### src/hw/arf_pkg.sv
// shared constants and types of the converter result formatter and clock block
package arf_pkg;

	localparam int ARF_DATA_W = 32;
	localparam int ARF_RES_W = 10;
	localparam int ARF_BYTE_W = 8;
	localparam int ARF_ADDR_W = 10;

	// register indices; byte address is index shifted left by two
	localparam logic [7:0] ARF_IDX_RESULT_HIGH = 8'h3D;
	localparam logic [7:0] ARF_IDX_RESULT_LOW = 8'h3E;
	localparam logic [7:0] ARF_IDX_CLOCK_CONTROL = 8'h3F;
	localparam int ARF_IDX_SHIFT = 2;

	// conversion_clock_control field layout
	localparam int ARF_PRE_LSB = 5;
	localparam int ARF_PRE_W = 3;
	localparam int ARF_ICS_BIT = 4;
	localparam int ARF_MODE_LSB = 2;
	localparam int ARF_MODE_W = 2;

	localparam logic [2:0] ARF_PRE_RESET = 3'h0;
	localparam logic ARF_ICS_OSC = 1'b0;
	localparam logic ARF_ICS_BUS = 1'b1;
	localparam logic [7:0] ARF_RESULT_RESET = 8'h00;
	localparam logic [31:0] ARF_RDATA_ZERO = 32'h0000_0000;

	// prescaler: code with top bit set divides by 2^4
	localparam int ARF_DIV_CNT_W = 4;
	localparam logic [2:0] ARF_DIV_LOG_MAX = 3'h4;

	typedef enum logic [1:0]
	{
		ARF_MODE_TRUNC = 2'h0,
		ARF_MODE_RIGHT = 2'h1,
		ARF_MODE_LEFT = 2'h2,
		ARF_MODE_LEFT_SIGNED = 2'h3
	} arf_mode_e;

	localparam arf_mode_e ARF_MODE_RESET = ARF_MODE_RIGHT;

	// read-order interlock state, one-hot
	typedef enum logic [1:0]
	{
		ARF_LOCK_OPEN = 2'b01,
		ARF_LOCK_HELD = 2'b10
	} arf_lock_e;

	typedef struct packed
	{
		logic [ARF_DIV_CNT_W-1:0] cnt;
		logic tick;
	} arf_div_s;

	typedef struct packed
	{
		logic [7:0] high;
		logic [7:0] low;
		logic [ARF_PRE_W-1:0] prescale;
		logic clk_sel;
		arf_mode_e mode;
		arf_lock_e lock;
		logic osc_q;
		logic restart;
		logic [ARF_DATA_W-1:0] prdata;
		logic pready;
		logic pslverr;
	} arf_top_s;

endpackage

### src/hw/arf_prescaler.sv
// power-of-two prescaler producing the conversion clock enable
`timescale 1ns/1ns
module arf_prescaler
#(
	parameter int CNT_W = 4
)
(
	input wire logic pclk,
	input wire logic presetn,
	input wire logic src_tick,
	input wire logic restart,
	input wire logic [2:0] div_code,
	output logic conv_tick
);
	import arf_pkg::*;

	initial
	begin
		if (CNT_W != ARF_DIV_CNT_W)
			$error("prescaler counter width must match the divide by sixteen state");
	end

	arf_div_s st;
	arf_div_s next_st;
	logic [2:0] div_log;
	logic [CNT_W-1:0] limit;

	always_comb
	begin
		// top code bit forces the largest ratio
		div_log = div_code[2] ? ARF_DIV_LOG_MAX : {1'b0, div_code[1:0]};
		limit = CNT_W'(({{(CNT_W){1'b0}}, 1'b1} << div_log) - 1'b1);
		next_st = st;
		next_st.tick = 1'b0;
		if (restart)
		begin
			next_st.cnt = '0;
		end
		else if (src_tick)
		begin
			if (st.cnt >= limit)
			begin
				next_st.cnt = '0;
				next_st.tick = 1'b1;
			end
			else
			begin
				next_st.cnt = CNT_W'(st.cnt + 1'b1);
			end
		end
	end

	always_ff @(posedge pclk or negedge presetn)
	begin
		if (!presetn)
		begin
			st <= '0;
		end
		else
		begin
			st <= next_st;
		end
	end

	assign conv_tick = st.tick;

endmodule

### src/hw/arf_top.sv
// converter result formatter, read interlock and conversion clock control
//
// Functional notes
// - left-justified signed mode puts result bits 9..2 in the high byte with bit 9 inverted and bits 1..0 in low byte bits 7..6.
// - left-justified signed mode refreshes both result bytes on a finished conversion only while the read interlock is open.
// - outside truncated mode, reading the high byte freezes the low byte until the low byte is read.
// - after a high byte read outside truncated mode every new result is dropped until software reads the low byte.
// - the prescale field divides the input clock by 1, 2, 4, 8, or 16 for any code with its top bit set.
// - input clock select set picks the bus clock, cleared picks the oscillator clock, which reset selects.
// - the justification field picks truncated, right, left or left signed layout, reset giving right-justified.
// - truncated mode puts the top eight bits in the low byte, high byte zero, updated always without interlock.
// - right-justified mode puts bits 9..8 in high byte bits 1..0 and bits 7..0 in the low byte, interlocked.
// - left-justified mode puts bits 9..2 in the high byte and bits 1..0 in low byte bits 7..6, interlocked.
`timescale 1ns/1ns
module arf_top
#(
	parameter int ADDR_W = arf_pkg::ARF_ADDR_W,
	parameter int RES_W = arf_pkg::ARF_RES_W
)
(
	input wire logic pclk,
	input wire logic presetn,
	input wire logic psel,
	input wire logic penable,
	input wire logic pwrite,
	input wire logic [ADDR_W-1:0] paddr,
	input wire logic [arf_pkg::ARF_DATA_W-1:0] pwdata,
	output logic [arf_pkg::ARF_DATA_W-1:0] prdata,
	output logic pready,
	output logic pslverr,
	input wire logic oscillator_clock,
	input wire logic conv_done,
	input wire logic [RES_W-1:0] conv_result,
	output logic conv_clk_en,
	output logic [arf_pkg::ARF_BYTE_W-1:0] result_high_byte,
	output logic [arf_pkg::ARF_BYTE_W-1:0] result_low_byte
);
	import arf_pkg::*;

	initial
	begin
		if (ADDR_W < ARF_ADDR_W)
			$error("address bus too narrow for the register indices");
		if (RES_W != ARF_RES_W)
			$error("result formatting serves ten-bit results only");
		if (ARF_PRE_LSB + ARF_PRE_W > ARF_BYTE_W)
			$error("prescale field outside the control byte");
		if (ARF_MODE_LSB + ARF_MODE_W > ARF_ICS_BIT)
			$error("justification field overlaps the clock select bit");
	end

	arf_top_s st;
	arf_top_s next_st;

	logic setup;
	logic access;
	logic wr_acc;
	logic rd_acc;
	logic [ADDR_W-ARF_IDX_SHIFT-1:0] word_idx;
	logic aligned;
	logic hit_high;
	logic hit_low;
	logic hit_ctrl;
	logic hit_any;
	logic [7:0] ctrl_rd;
	logic [7:0] wr_byte;
	logic [ARF_PRE_W-1:0] wr_pre;
	logic wr_sel;
	arf_mode_e wr_mode;
	logic high_read;
	logic low_read;
	logic capture;
	logic [7:0] fmt_high;
	logic [7:0] fmt_low;
	logic src_tick;
	logic div_tick;
	logic [7:0] rd_byte;
	logic cfg_change;

	// apb phases; access edge is the one with pready high
	always_comb
	begin
		setup = psel && !penable;
		access = psel && penable && st.pready;
		wr_acc = access && pwrite;
		rd_acc = access && !pwrite;
	end

	// address decode on word index
	always_comb
	begin
		word_idx = paddr[ADDR_W-1:ARF_IDX_SHIFT];
		aligned = (paddr[ARF_IDX_SHIFT-1:0] == '0);
		hit_high = 1'b0;
		hit_low = 1'b0;
		hit_ctrl = 1'b0;
		if (!aligned)
		begin
			hit_high = 1'b0;
		end
		else if (word_idx == (ADDR_W-ARF_IDX_SHIFT)'(ARF_IDX_RESULT_HIGH))
		begin
			hit_high = 1'b1;
		end
		else if (word_idx == (ADDR_W-ARF_IDX_SHIFT)'(ARF_IDX_RESULT_LOW))
		begin
			hit_low = 1'b1;
		end
		else if (word_idx == (ADDR_W-ARF_IDX_SHIFT)'(ARF_IDX_CLOCK_CONTROL))
		begin
			hit_ctrl = 1'b1;
		end
		hit_any = hit_high || hit_low || hit_ctrl;
	end

	// control register image and write fields
	always_comb
	begin
		ctrl_rd = '0;
		ctrl_rd[ARF_PRE_LSB +: ARF_PRE_W] = st.prescale;
		ctrl_rd[ARF_ICS_BIT] = st.clk_sel;
		ctrl_rd[ARF_MODE_LSB +: ARF_MODE_W] = st.mode;
		wr_byte = pwdata[ARF_BYTE_W-1:0];
		wr_pre = wr_byte[ARF_PRE_LSB +: ARF_PRE_W];
		wr_sel = wr_byte[ARF_ICS_BIT];
		wr_mode = arf_mode_e'(wr_byte[ARF_MODE_LSB +: ARF_MODE_W]);
	end

	// read data of the register addressed in the setup cycle
	always_comb
	begin
		rd_byte = ARF_RESULT_RESET;
		if (pwrite)
		begin
			rd_byte = ARF_RESULT_RESET;
		end
		else if (hit_high)
		begin
			rd_byte = st.high;
		end
		else if (hit_low)
		begin
			rd_byte = st.low;
		end
		else if (hit_ctrl)
		begin
			rd_byte = ctrl_rd;
		end
	end

	// divider setup change carried by a control write
	always_comb
	begin
		cfg_change = (wr_pre != st.prescale) || (wr_sel != st.clk_sel);
	end

	// layout of a finished result per justification mode
	always_comb
	begin
		fmt_high = ARF_RESULT_RESET;
		fmt_low = ARF_RESULT_RESET;
		case (st.mode)
			ARF_MODE_TRUNC:
			begin
				fmt_high = ARF_RESULT_RESET;
				fmt_low = conv_result[9:2];
			end
			ARF_MODE_RIGHT:
			begin
				fmt_high = {6'h00, conv_result[9:8]};
				fmt_low = conv_result[7:0];
			end
			ARF_MODE_LEFT:
			begin
				fmt_high = conv_result[9:2];
				fmt_low = {conv_result[1:0], 6'h00};
			end
			ARF_MODE_LEFT_SIGNED:
			begin
				fmt_high = {~conv_result[9], conv_result[8:2]};
				fmt_low = {conv_result[1:0], 6'h00};
			end
			default:
			begin
				fmt_high = ARF_RESULT_RESET;
				fmt_low = ARF_RESULT_RESET;
			end
		endcase
	end

	// read side effects and capture decision
	always_comb
	begin
		high_read = rd_acc && hit_high && (st.mode != ARF_MODE_TRUNC);
		low_read = rd_acc && hit_low;
		// truncated mode has no interlock; outside it a high read this edge wins over a new result
		capture = conv_done && !high_read
			&& ((st.mode == ARF_MODE_TRUNC) || (st.lock == ARF_LOCK_OPEN));
	end

	// conversion clock source: bus clock every cycle, oscillator on its rising edge
	// oscillator must stay below half of pclk to be seen
	always_comb
	begin
		if (st.clk_sel == ARF_ICS_BUS)
			src_tick = 1'b1;
		else
			src_tick = oscillator_clock && !st.osc_q;
	end

	always_comb
	begin
		next_st = st;
		next_st.osc_q = oscillator_clock;
		next_st.restart = 1'b0;
		next_st.pslverr = 1'b0;
		// one wait-free answer: pready in the first access cycle
		next_st.pready = setup;

		if (setup)
		begin
			next_st.prdata = ARF_RDATA_ZERO;
			next_st.prdata[ARF_BYTE_W-1:0] = rd_byte;
			next_st.pslverr = !hit_any;
		end

		if (wr_acc && hit_ctrl)
		begin
			next_st.prescale = wr_pre;
			next_st.clk_sel = wr_sel;
			next_st.mode = wr_mode;
			// any change of divider setup restarts the prescaler
			next_st.restart = cfg_change;
		end

		// one-hot interlock; a stray code reopens it
		case (st.lock)
			ARF_LOCK_OPEN:
			begin
				if (high_read)
					next_st.lock = ARF_LOCK_HELD;
			end
			ARF_LOCK_HELD:
			begin
				if (low_read)
					next_st.lock = ARF_LOCK_OPEN;
			end
			default:
			begin
				next_st.lock = ARF_LOCK_OPEN;
			end
		endcase

		// held lock blocks capture outside truncated mode, so the low byte stays frozen
		if (capture)
		begin
			next_st.high = fmt_high;
			next_st.low = fmt_low;
		end
	end

	always_ff @(posedge pclk or negedge presetn)
	begin
		if (!presetn)
		begin
			st.high <= ARF_RESULT_RESET;
			st.low <= ARF_RESULT_RESET;
			st.prescale <= ARF_PRE_RESET;
			st.clk_sel <= ARF_ICS_OSC;
			st.mode <= ARF_MODE_RESET;
			st.lock <= ARF_LOCK_OPEN;
			st.osc_q <= 1'b0;
			st.restart <= 1'b0;
			st.prdata <= ARF_RDATA_ZERO;
			st.pready <= 1'b0;
			st.pslverr <= 1'b0;
		end
		else
		begin
			st <= next_st;
		end
	end

	// conversion clock enable, one pclk wide, held high at divide by one on the bus clock
	arf_prescaler
	#(
		.CNT_W(ARF_DIV_CNT_W)
	)
	u_prescaler
	(
		.pclk(pclk),
		.presetn(presetn),
		.src_tick(src_tick),
		.restart(st.restart),
		.div_code(st.prescale),
		.conv_tick(div_tick)
	);

	assign prdata = st.prdata;
	assign pready = st.pready;
	assign pslverr = st.pslverr;
	assign conv_clk_en = div_tick;
	assign result_high_byte = st.high;
	assign result_low_byte = st.low;

endmodule

### config.mk
export PLATFORM = sky130hd
export DESIGN_NAME = arf_top
export DESIGN_NICKNAME = d
export VERILOG_FILES = /design/src/hw/arf_pkg.sv /design/src/hw/arf_prescaler.sv /design/src/hw/arf_top.sv
export SDC_FILE = /design/constraint.sdc
export NUM_CORES = 1
export LEC_CHECK = 0
export BUFFER_PORTS_ARGS = -buffer_cell sky130_fd_sc_hd__buf_4
export CAP_MARGIN = 20
export CORE_UTILIZATION = 52
export CTS_CLUSTER_SIZE = 16
export DETAILED_ROUTE_END_ITERATION = 8
export PLACE_DENSITY = 0.86
export SLEW_MARGIN = 40
export SYNTH_ARGS = -nofsm -noshare
export SYNTH_HDL_FRONTEND = slang
export SYNTH_HIERARCHICAL = 1
export SYNTH_SLANG_ARGS = --single-unit
### constraint.sdc
create_clock -name pclk -period 6.2 [get_ports pclk]
set_input_delay 0.62 -clock pclk [delete_from_list [all_inputs] [get_ports pclk]]
set_output_delay 0.62 -clock pclk [all_outputs]
set_load 0.01 [all_outputs]
==> out/qor.csv <==
metric,value,unit
status,"finished, final reports clean",
layout_setup_ws,3930,ps
fillers,432,
hold_viol_final,0,
crit_path_end_kind,flip-flop,
antennaDiodeCount,0,
postCtsResizedCells,0,
grt.total_usage,20.3,%
synth_edf_count,0,
drive_gt1_share,33.0,%
clk_path_buf_depth,2,
netlist_area,2670,um^2
cts_buffers,5,
ys_async_sr_fraction,100,%
ios,110,
gp_congestion,0.806,
drt_iter0_drc,163,
rows,25,
postCtsHoldBufs,0,
cp.required,6370,ps
clock_latency,290,ps
seq_area_frac_synth,38.6,%
synth_cell_types,48,
finalCriticalPeriod,2270,ps
nNetsFinal,351,
worst_ir_drop_vdd,121,uV
drtAntennaViolNets,0,
routed_via_density,5.33,
die_w,73.6,um
layout_commonest_cell,buf_4,
setup_viol,0,
worst-setup-path-type,reg -> reg,
vias,1891,
start_kind,flip-flop,
post_drt_wl_per_cell,14.8,um
grt_pass1_wl,8360,um
drc_errors,0,
tightest_slew,653,ps
ys.flop_type,dfrtp_1,
drt-pass1-iter-count,4,
synth_top_area_cell,dfrtp_1,
rsz0062_at_grt,no,
portBuffers,59,
clk_pin_slew_worst_paths,70,ps
post_cts_buffers,0,
timing.slew.headroom,56.4,%
slew_viol_final,0,
grt_pass1_vias,1763,
reg2reg_depth,4,
dp_slack,3760,ps
ctsHtreeMaxLevel,2,
core-area,4820,um^2
die_y,73.6,um
ys_warn_count,6,
fin_crit_sh,36.6,%
crit_fanout,16,
mostFrequentLayoutCells,"buf_4 (59), dfrtp_1 (39), conb_1 (24), nor2_1 (17), mux2_2 (14)",
finalClockSkew,6.16,ps
cts_tree,yes,
max_freq,0.441,GHz
avgSynthCellArea,10.4,um^2
maxCapViolations,0,
synth.area.top_cells,"dfrtp_1 (37%), buf_4 (14%), mux2_2 (5.9%), mux2i_1 (3.4%), nor2_1 (2.4%)",
ys_ff_latch,41,
multiInputGateArea,1260,um^2
tns,0,ps
p_per_area,179,nW/um^2
post-dp-hpwl,3910,um
gr-total-overflow,0,
yosys.area.top_type_share,36.6,%
fp.dieArea,5420,um^2
grt_antenna_before_repair,0,
synth_cells,257,
grt_start_max_net_pins,42,
leakagePower,1.36,nW
worst_ep_arrival_time,2440,ps
syn2layout_area_growth,10.0,%
start_util,55.4,%
ctsRootBufferMaster,clkbuf_8,
hp-class,in -> async,
holdWs,304,ps
area.sequential,1030,um^2
wl,5250,um
clock_sinks,41,
-- power by group --
| group | switching, mW | internal, mW | leakage (nW) |
|---|---|---|---|
| clock network | 0.0859 | 0.0800 | 0.0395 |
| registers | 0.00702 | 0.275 | 0.539 |
| logic | 0.0391 | 0.0374 | 0.784 |
-- state kept, by name, indices dropped and copies added (netlist names) --
| name | cells |
|---|---|
| ctrl_rd | 6 |
| prdata | 8 |
| pready | 1 |
| pslverr | 1 |
| result_high_byte | 8 |
| result_low_byte | 8 |
| st | 4 |
| u_prescaler/conv_tick | 1 |
| u_prescaler/st | 4 |
-- Yosys cell counts (all sizes together), types with 2 or more instances --
cell type and count:
mux2 14, inv 11, xnor2 4, dfrtp 39
nand4 7, a21o 7, clkbuf 4, a21oi 6
o211ai 8, o22a 2, nand2b 6, ha 5
o21ai 10, nand2 10, buf 55, dfstp 2
nand3 2, nor2 18, nand4bb 3, a22o 5
mux2i 9, o22ai 7, a221o 2, nor2b 5
-- metrics by stage --
stage | util [%] | power, mW | instances | cell area (um^2)
global route | 60.9 | 0.546 | 355 | 2930
global placement | 59.1 | 0.361 | 347 | 2850
floorplan | - | 0.341 | 280 | 2750
detailed placement | 59.1 | 0.363 | 347 | 2850
finish | 60.9 | 0.524 | 355 | 2930
CTS | 60.7 | 0.528 | 355 | 2930
-- area by class of cell --
class                   count  share of cell area, %
multi-input cells         169                   42.9
flip-flops and latches     41                   35.1
repair buffers             59                   15.1
well taps                  67                   2.86
clock buffers               8                   2.73
inverters                  11                   1.41
-- final timing paths --
path	startpoint	end	slack [ps]
max in group asynchronous	presetn	st[36]	5520
max	st[36]	result_low_byte[3]	3930
min reg2reg	prdata[4]	prdata[4]	480
min in group pclk	oscillator_clock	st[35]	450
max reg2reg	st[36]	result_low_byte[3]	3930
min	presetn	u_prescaler/st[4]	300
-- routing by layer --
metal / wire length (um) / vias up / GRT usage [%] / share of wire [%]
met5: 0 / - / 0 / 0
met4: 76 / 0 / 6.41 / 1.4
met3: 280 / 9 / 4.80 / 5.3
met2: 2480 / 68 / 31.1 / 47
met1: 2410 / 923 / 28.5 / 46
li1: - / 891 / - / -
-- worst max-delay path, cell delays in order (launching register included) --
cell	delay [ps]
dfstp_2	530
nor2b_1	540
o21ai_2	190
a31oi_4	490
mux2_2	400
-- kinds of logic after synthesis --
logic type      after synthesis  synth area share, %
flops                        41                 38.6
other cells                   1                0.141
xor+xnor                      5                 1.64
buf+inv                      70                 17.8
compound gates               52                 14.9
simple gates                 60                 15.3
fa+ha+maj                     5                 2.35
mux                          23                 9.29
No activity file was read; power rests on OpenSTA's default activity.
